===== config.mk =====
export PLATFORM = sky130hd
export DESIGN_NAME = bal_top
export DESIGN_NICKNAME = d
export VERILOG_FILES = /design/src/bal_pkg.sv /design/src/bal_reg_if.sv /design/src/bal_exec.sv /design/src/bal_wb_slave.sv /design/src/bal_top.sv
export VERILOG_INCLUDE_DIRS = /design/src /design/src/src
export SDC_FILE = /design/constraint.sdc
export NUM_CORES = 1
export LEC_CHECK = 0
export BUFFER_PORTS_ARGS = -buffer_cell sky130_fd_sc_hd__buf_2
export CORE_ASPECT_RATIO = 1.5
export CORE_MARGIN = 4
export CORE_UTILIZATION = 49
export CTS_CLUSTER_DIAMETER = 150
export DETAILED_ROUTE_END_ITERATION = 10
export PLACE_DENSITY_LB_ADDON = 0.08
export SLEW_MARGIN = 0
export SYNTH_ARGS = -nofsm -noshare
export SYNTH_HDL_FRONTEND = slang
export SYNTH_SLANG_ARGS = --single-unit
export TNS_END_PERCENT = 30

===== constraint.sdc =====
create_clock -name clk_i -period 4.15 [get_ports clk_i]
set_clock_uncertainty 0.05 [all_clocks]
set_input_delay 0.2075 -clock clk_i [delete_from_list [all_inputs] [get_ports clk_i]]
set_output_delay 0.2075 -clock clk_i [all_outputs]
set_load 0.02 [all_outputs]

===== src/bal_consts.svh =====
/*
 * Offsets, field positions, reset values and widths for the byte ALU.
 * Assumes it is included by its bare name, after the package, by the
 * files of the byte ALU only.
 */
// Functional notes
// RQ1 - File minus work; carry if work <= file, half borrow on bits 3:0.
// RQ2 - Destination bit 0 writes the work register, 1 the addressed file.
// RQ3 - XOR literal puts work XOR the 8-bit immediate in work, zero only.
// RQ4 - Nibble swap exchanges bits 7:4 and 3:0 of file and touches no flag.
// RQ5 - XOR with file goes to the chosen destination and changes only zero.
// RQ6 - An updated zero flag is set for an all-zero result, else cleared.
`ifndef BAL_CONSTS_SVH
`define BAL_CONSTS_SVH

// Register byte offsets on the bus
`define BAL_OFS_WORK      8'h00
`define BAL_OFS_STATUS    8'h04
`define BAL_OFS_RESULT    8'h08

// Status register field positions
`define BAL_BIT_CARRY     0
`define BAL_BIT_HALF      1
`define BAL_BIT_ZERO      2

// Reset values
`define BAL_RST_WORK      8'h00
`define BAL_RST_FLAGS     3'h0
`define BAL_RST_RESULT    8'h00

// Widths
`define BAL_FILE_AW       7
`define BAL_BUS_AW        8

`endif


===== src/bal_pkg.sv =====
/*
 * Types shared by the byte ALU modules.
 * Assumes nothing beyond a SystemVerilog compiler.
 */
`default_nettype none
package bal_pkg;

    // Operation select from the instruction decoder
    typedef enum logic [1:0] {
        BAL_SUB_WORK_FROM_FILE_OP,
        BAL_XOR_LITERAL_OP,
        BAL_NIBBLE_SWAP_OP,
        BAL_XOR_FILE_OP
    } bal_op_t;

    // Status flags; bit 0 carry, bit 1 half borrow, bit 2 zero
    typedef struct packed {
        logic zero;
        logic half_borrow_flag;
        logic carry;
    } bal_flags_t;

endpackage
`default_nettype wire


===== src/bal_reg_if.sv =====
/*
 * Carrier between the bus slave and the ALU core registers.
 * Assumes both ends run on the same clock.
 */
`timescale 1ns/10ps
`default_nettype none
interface bal_reg_if;
    logic               wr_work;
    logic               wr_status;
    logic [7:0]         wdata;
    logic [7:0]         work;
    bal_pkg::bal_flags_t flags;
    logic [7:0]         result;

    modport bus  (output wr_work, output wr_status, output wdata,
                  input work, input flags, input result);
    modport core (input wr_work, input wr_status, input wdata,
                  output work, output flags, output result);
endinterface
`default_nettype wire


===== src/bal_exec.sv =====
/*
 * Combinational operation unit: result and updated flags for one op.
 * Assumes operands are stable during the cycle the op is presented.
 */
`timescale 1ns/10ps
`default_nettype none
module bal_exec
(
    input  wire bal_pkg::bal_op_t    op_i,
    input  wire logic [7:0]          work_i,
    input  wire logic [7:0]          file_i,
    input  wire logic [7:0]          lit_i,
    input  wire bal_pkg::bal_flags_t flags_i,
    output logic [7:0]               result_o,
    output bal_pkg::bal_flags_t      flags_o
);

    // Subtract a minus b as a plus not b plus one; top bit is no-borrow
    function automatic logic [8:0] sub_nb(input logic [7:0] a,
                                          input logic [7:0] b);
        sub_nb = {1'b0, a} + {1'b0, ~b} + 9'h001;
    endfunction

    logic [8:0] full_diff;
    logic [8:0] low_diff;

    assign full_diff = sub_nb(file_i, work_i);
    assign low_diff  = sub_nb({4'h0, file_i[3:0]}, {4'h0, work_i[3:0]});

    // Select result and flag updates per operation
    always_comb
    begin
        result_o = 8'h00;
        flags_o  = flags_i;
        unique case (op_i)
            bal_pkg::BAL_SUB_WORK_FROM_FILE_OP:
            begin
                result_o               = full_diff[7:0];          // [RQ1]
                flags_o.carry          = full_diff[8];            // [RQ1]
                flags_o.half_borrow_flag = ~low_diff[4];          // [RQ1]
                flags_o.zero           = (full_diff[7:0] == 8'h00); // [RQ6]
            end
            bal_pkg::BAL_XOR_LITERAL_OP:
            begin
                result_o     = work_i ^ lit_i;                    // [RQ3]
                flags_o.zero = ((work_i ^ lit_i) == 8'h00);  // [RQ3] [RQ6]
            end
            bal_pkg::BAL_NIBBLE_SWAP_OP:
            begin
                result_o = {file_i[3:0], file_i[7:4]};            // [RQ4]
            end
            bal_pkg::BAL_XOR_FILE_OP:
            begin
                result_o     = work_i ^ file_i;                   // [RQ5]
                flags_o.zero = ((work_i ^ file_i) == 8'h00); // [RQ5] [RQ6]
            end
        endcase
    end

endmodule
`default_nettype wire


===== src/bal_wb_slave.sv =====
/*
 * Classic Wishbone slave for the byte ALU registers.
 * Assumes a classic single-cycle master holding its request until ack.
 */
`timescale 1ns/10ps
`default_nettype none
`include "bal_consts.svh"
module bal_wb_slave
(
    input  wire logic                   clk_i,
    input  wire logic                   rst_i,
    input  wire logic                   wb_cyc_i,
    input  wire logic                   wb_stb_i,
    input  wire logic                   wb_we_i,
    input  wire logic [`BAL_BUS_AW-1:0] wb_adr_i,
    input  wire logic [3:0]             wb_sel_i,
    input  wire logic [31:0]            wb_dat_i,
    output logic [31:0]                 wb_dat_o,
    output logic                        wb_ack_o,
    bal_reg_if.bus                      regs
);

    typedef struct packed {
        logic        ack;
        logic [31:0] dat;
    } bal_wb_state_t;

    bal_wb_state_t q;
    bal_wb_state_t next_q;
    logic          req;
    logic          low_lane;

    assign req      = wb_cyc_i & wb_stb_i;
    assign low_lane = wb_sel_i[0];

    // Writes land on the edge where the master sees ack
    assign regs.wdata     = wb_dat_i[7:0];
    assign regs.wr_work   = req & q.ack & wb_we_i & low_lane
                            & (wb_adr_i == `BAL_OFS_WORK);
    assign regs.wr_status = req & q.ack & wb_we_i & low_lane
                            & (wb_adr_i == `BAL_OFS_STATUS);
    assign wb_ack_o       = q.ack;
    assign wb_dat_o       = q.dat;

    // Ack one cycle after the request, read data captured alongside
    always_comb
    begin
        next_q     = q;
        next_q.ack = req & ~q.ack;
        next_q.dat = 32'h0000_0000;
        if (req & ~q.ack & ~wb_we_i)
        begin
            if (wb_adr_i == `BAL_OFS_WORK)
                next_q.dat = {24'h00_0000, regs.work};
            else if (wb_adr_i == `BAL_OFS_STATUS)
                next_q.dat = {29'h0000_0000, regs.flags};
            else if (wb_adr_i == `BAL_OFS_RESULT)
                next_q.dat = {24'h00_0000, regs.result};
        end
    end

    // State register
    always_ff @(posedge clk_i)
    begin
        if (rst_i)
            q <= '0;
        else
            q <= next_q;
    end

endmodule
`default_nettype wire


===== src/bal_top.sv =====
/*
 * Byte ALU slice: subtract from file, XOR literal, nibble swap and
 * XOR with file, with work register and flags reachable over Wishbone.
 * Assumes the decoder presents op and file operand in the same cycle,
 * and that the register file accepts a one-cycle write strobe.
 */
`timescale 1ns/10ps
`default_nettype none
`include "bal_consts.svh"
module bal_top
(
    input  wire logic                    clk_i,
    input  wire logic                    rst_i,
    input  wire logic                    wb_cyc_i,
    input  wire logic                    wb_stb_i,
    input  wire logic                    wb_we_i,
    input  wire logic [`BAL_BUS_AW-1:0]  wb_adr_i,
    input  wire logic [3:0]              wb_sel_i,
    input  wire logic [31:0]             wb_dat_i,
    output logic [31:0]                  wb_dat_o,
    output logic                         wb_ack_o,
    input  wire logic                    op_valid_i,
    input  wire logic [1:0]              op_code_i,
    input  wire logic                    dest_i,
    input  wire logic [`BAL_FILE_AW-1:0] file_addr_i,
    input  wire logic [7:0]              file_rdata_i,
    input  wire logic [7:0]              literal_i,
    output logic                         file_we_o,
    output logic [`BAL_FILE_AW-1:0]      file_waddr_o,
    output logic [7:0]                   file_wdata_o,
    output logic                         done_o,
    output logic [7:0]                   work_o,
    output logic [2:0]                   flags_o
);

    typedef struct packed {
        logic [7:0]                work;
        bal_pkg::bal_flags_t       flags;
        logic [7:0]                result;
        logic                      file_we;
        logic [`BAL_FILE_AW-1:0]   file_waddr;
        logic [7:0]                file_wdata;
        logic                      done;
    } bal_top_state_t;

    bal_top_state_t      q;
    bal_top_state_t      next_q;
    bal_reg_if           regs ();
    bal_pkg::bal_op_t    op;
    logic [7:0]          ex_result;
    bal_pkg::bal_flags_t ex_flags;
    logic                to_file;

    assign op = bal_pkg::bal_op_t'(op_code_i);

    // Literal XOR always returns to work; others follow the select bit
    assign to_file = dest_i & (op != bal_pkg::BAL_XOR_LITERAL_OP); // [RQ2] [RQ3]

    bal_exec u_exec
    (
        .op_i     (op),
        .work_i   (q.work),
        .file_i   (file_rdata_i),
        .lit_i    (literal_i),
        .flags_i  (q.flags),
        .result_o (ex_result),
        .flags_o  (ex_flags)
    );

    bal_wb_slave u_wb
    (
        .clk_i    (clk_i),
        .rst_i    (rst_i),
        .wb_cyc_i (wb_cyc_i),
        .wb_stb_i (wb_stb_i),
        .wb_we_i  (wb_we_i),
        .wb_adr_i (wb_adr_i),
        .wb_sel_i (wb_sel_i),
        .wb_dat_i (wb_dat_i),
        .wb_dat_o (wb_dat_o),
        .wb_ack_o (wb_ack_o),
        .regs     (regs.bus)
    );

    // Register view for the bus slave
    assign regs.work   = q.work;
    assign regs.flags  = q.flags;
    assign regs.result = q.result;

    // Outputs straight from state
    assign file_we_o    = q.file_we;
    assign file_waddr_o = q.file_waddr;
    assign file_wdata_o = q.file_wdata;
    assign done_o       = q.done;
    assign work_o       = q.work;
    assign flags_o      = q.flags;

    // Next state: an operation wins over a bus write in the same cycle
    always_comb
    begin
        next_q         = q;
        next_q.file_we = 1'b0;
        next_q.done    = 1'b0;
        if (op_valid_i)
        begin
            next_q.result = ex_result;
            next_q.flags  = ex_flags;          // [RQ1] [RQ4] [RQ6]
            next_q.done   = 1'b1;
            if (to_file)
            begin
                next_q.file_we    = 1'b1;      // [RQ2]
                next_q.file_waddr = file_addr_i;
                next_q.file_wdata = ex_result;
            end
            else
            begin
                next_q.work = ex_result;       // [RQ2]
            end
        end
        else
        begin
            if (regs.wr_work)
                next_q.work = regs.wdata;
            if (regs.wr_status)
                next_q.flags = bal_pkg::bal_flags_t'(regs.wdata[2:0]);
        end
    end

    // State register
    always_ff @(posedge clk_i)
    begin
        if (rst_i)
        begin
            q        <= '0;
            q.work   <= `BAL_RST_WORK;
            q.flags  <= `BAL_RST_FLAGS;
            q.result <= `BAL_RST_RESULT;
        end
        else
        begin
            q <= next_q;
        end
    end

endmodule
`default_nettype wire


==> summary.txt <==
Power
  – Clock network fraction of design power: 28.6%
  – Sw frac: 31.6%
  – Share of power burned in registers: 43.6%
  – Switching power total: 0.344 mW
  – Leakage: 1.44 nW
  – Pwr dens: 347 mW/mm2
  – Comb power frac: 27.8%
  – VDD IR-drop max: 0.157 mV
  – Internal power: 0.745 mW

Clock network
  – CTS Buf Count: 5
  – Clk slew on worst S/H paths: 80 ps
  – CTS resizes: 0
  – Post-CTS setup buffer count: 0
  – CTS H-tree lvls: 2
  – Root Driver: clkbuf_8
  – CTS Sinks: 45
  – TritonCTS clock tree: built
  – Clock tree buffer depth: 2
  – Later-pin clock latency in the skew report: 290 ps
  – Hold_buf cts: 0

Setup path
  – Slowest stage delay, CP: 530 ps
  – Worst Path Class, Setup: flop to flop
  – Arr. time, crit path: 2830 ps
  – Setup crit end kind: flop
  – Max FO, Critical Path: 8
  – Worst path required time: 4330 ps
  – Critical path buffers and inverters: 1
  – Crit-path cells: inv_1, ha_1, nor2b_4, a221o_1, a2111o_1, or4_1, a21oi_1
  – Slowest cell on crit path: or4_1
  – CP delay by family, top: compound AO/OA/AOI/OAI gates
  – Critical Path Source Type: flop

Place
  – DP Area: 0.00304 mm2
  – Final GP Congestion: 0.879
  – Post-DP HPWL: 5890 um
  – Input/output buffers: 85

GRT
  – Global-route wire length before repair: 11,300 um
  – Total GRT Usage: 22.0%
  – Total gr overflow: 0
  – Initial antenna violation count: 0
  – Pin count of the biggest net entering global routing: 40
  – Vias in the first global route: 2,378

Hold path
  – HP Class: input port to flop

Die
  – Core Area: 0.00525 mm2
  – Die Wd: 68.6 um
  – Initial Util: 51.4%
  – Top Ports: 137
  – Die Y: 98.8 um
  – Row count: 32
  – Die ar.: 0.00678 mm2

Finish
  – Leading cell types in the layout, fill and taps excluded: buf_2, nand2_1, dfxtp_1
  – Layout area overhead: 16.5%
  – Design area: 0.00314 mm2
  – Fin nets: 492
  – Share of cells above drive strength 1: 24.3%
  – Final core occ: 59.9%
  – Commonest non-fill, non-tap cell in the layout: buf_2
  – Ant diodes: 0

Logic synthesis
  – Synth area leader: dfxtp_1
  – Yosys warning count: 0
  – Register bit total from synthesis: 45
  – Post-synthesis cell count: 334
  – Library cells used by synthesis: 54
  – Synth async-reset ratio: 0%
  – Synth top area cells: dfxtp_1, buf_4, nand2_1
  – Synthesized cell area: 0.00270 mm2
  – Sequential-to-total area share from yosys stat: 33.4%
  – Yosys top cell area share: 33.4%
  – Post-synth EDFFs: 0
  – Primary FF master, synth: dfxtp_1
  – Mean Syn Cell Area: 8.07 um2

STA
  – Endpoints failing setup: 0
  – Max Freq: 377 MHz
  – Worst Max-Slew Pin Slew: 932 ps
  – Min Tclk post-route: 2650 ps
  – Period utilization: 63.9%
  – RSZ-0062 raised after global routing: no
  – Max transition margin: 37.6%
  – Final slew viol count: 0
  – Final hold violation count: 0
  – Setup TNS: 0 ps

Drt
  – Drt drc: 0
  – DRT iter0 DRCs: 80
  – Pre-antenna DRT Iters: 4
  – Routed vias: 2,535
  – Avg Vias per Cell: 5.34
  – Antenna violation net count after detailed routing: 0
  – Routed length per placed instance: 15.3 um
  – WL final: 7270 um

Job
  – Maxcap violations: 0

Outcome
  – Status: complete, no violations
[final timing paths]
check,end,start,slack (ps),cells past startpoint
worst max-delay path,flags_o[2],work_o[4],1500,7
worst min-delay path,file_wdata_o[6],dest_i,100,2
worst max register to register,flags_o[2],work_o[4],1500,7
worst min register to register,file_waddr_o[5],file_waddr_o[5],400,2
[cells in the mapped netlist (4+ instances only)]
| cell type | instances |
|---|---|
| xnor2_1 | 9 |
| a21oi_1 | 32 |
| nor3_1 | 7 |
| o2111ai_1 | 4 |
| mux2i_1 | 11 |
| buf_4 | 24 |
| nand2_1 | 45 |
| o21ai_0 | 7 |
| clkbuf_1 | 16 |
| nand2b_1 | 7 |
| ha_1 | 8 |
| nor2b_1 | 4 |
| a211oi_1 | 11 |
| nor2_1 | 28 |
| dfxtp_1 | 45 |
| xor2_1 | 4 |
| inv_1 | 15 |
[final cells by class]
type / count / area [um2]
fill: 507 / 2110
multi-input combinational: 254 / 1560
sequential: 45 / 901
timing repair buffer: 85 / 425
tap: 68 / 85.1
clock buffer: 5 / 68.8
inverter: 16 / 60.1
clock inverter: 2 / 35.0
[registers in the layout, summed over array words and instances, names as in the netlist]
register	count
file_we_o	1
file_waddr_o	7
done_o	1
file_wdata_o	8
u_wb.wb_dat_o	8
flags_o	3
regs.result	8
u_wb.wb_ack_o	1
work_o	8
[per-layer routing]
metal / up-vias / wire [um] / track usage [%]
li1: 1261 / - / -
met1: 1149 / 2640 / 24.7
met2: 108 / 3920 / 39.0
met3: 17 / 484 / 3.42
met4: 0 / 227 / 9.65
met5: - / 0 / 0
[power groups by stage]
| stage | registers, mW | logic (mW) | clock network [mW] |
|---|---|---|---|
| 2_1_floorplan | 0.502 | 0.212 | 0 |
| 3_3_place_gp | 0.484 | 0.300 | 0 |
| 3_5_place_dp | 0.485 | 0.301 | 0 |
| 4_1_cts | 0.475 | 0.303 | 0.318 |
| 5_1_grt | 0.479 | 0.334 | 0.336 |
| 6_report | 0.475 | 0.303 | 0.312 |
[per-stage QoR]
step           instances  setup slack (ps)  hold slack (ps)  total power, mW
3_3_place_gp         468              1370              389            0.784
5_1_grt              475              1300              103             1.15
3_5_place_dp         468              1410              396            0.787
6_report             475              1500             95.7             1.09
2_1_floorplan        357              1590              242            0.714
4_1_cts              475              1490             84.8             1.10
[kinds of logic (layout without fill, tap and decap cells)]
kind of cell,after synthesis,in the layout,share of synthesized area [%]
other,1,24,0.139
adder cells (fa/ha/maj),9,9,4.46
buffers and inverters,58,108,11.7
flip-flops,45,45,33.4
AND/OR/NAND/NOR,118,118,21.1
XOR/XNOR,13,13,4.22
multiplexers,14,14,6.59
AO/OA/AOI/OAI,76,76,18.3
Power figures use the tool's default switching activity.
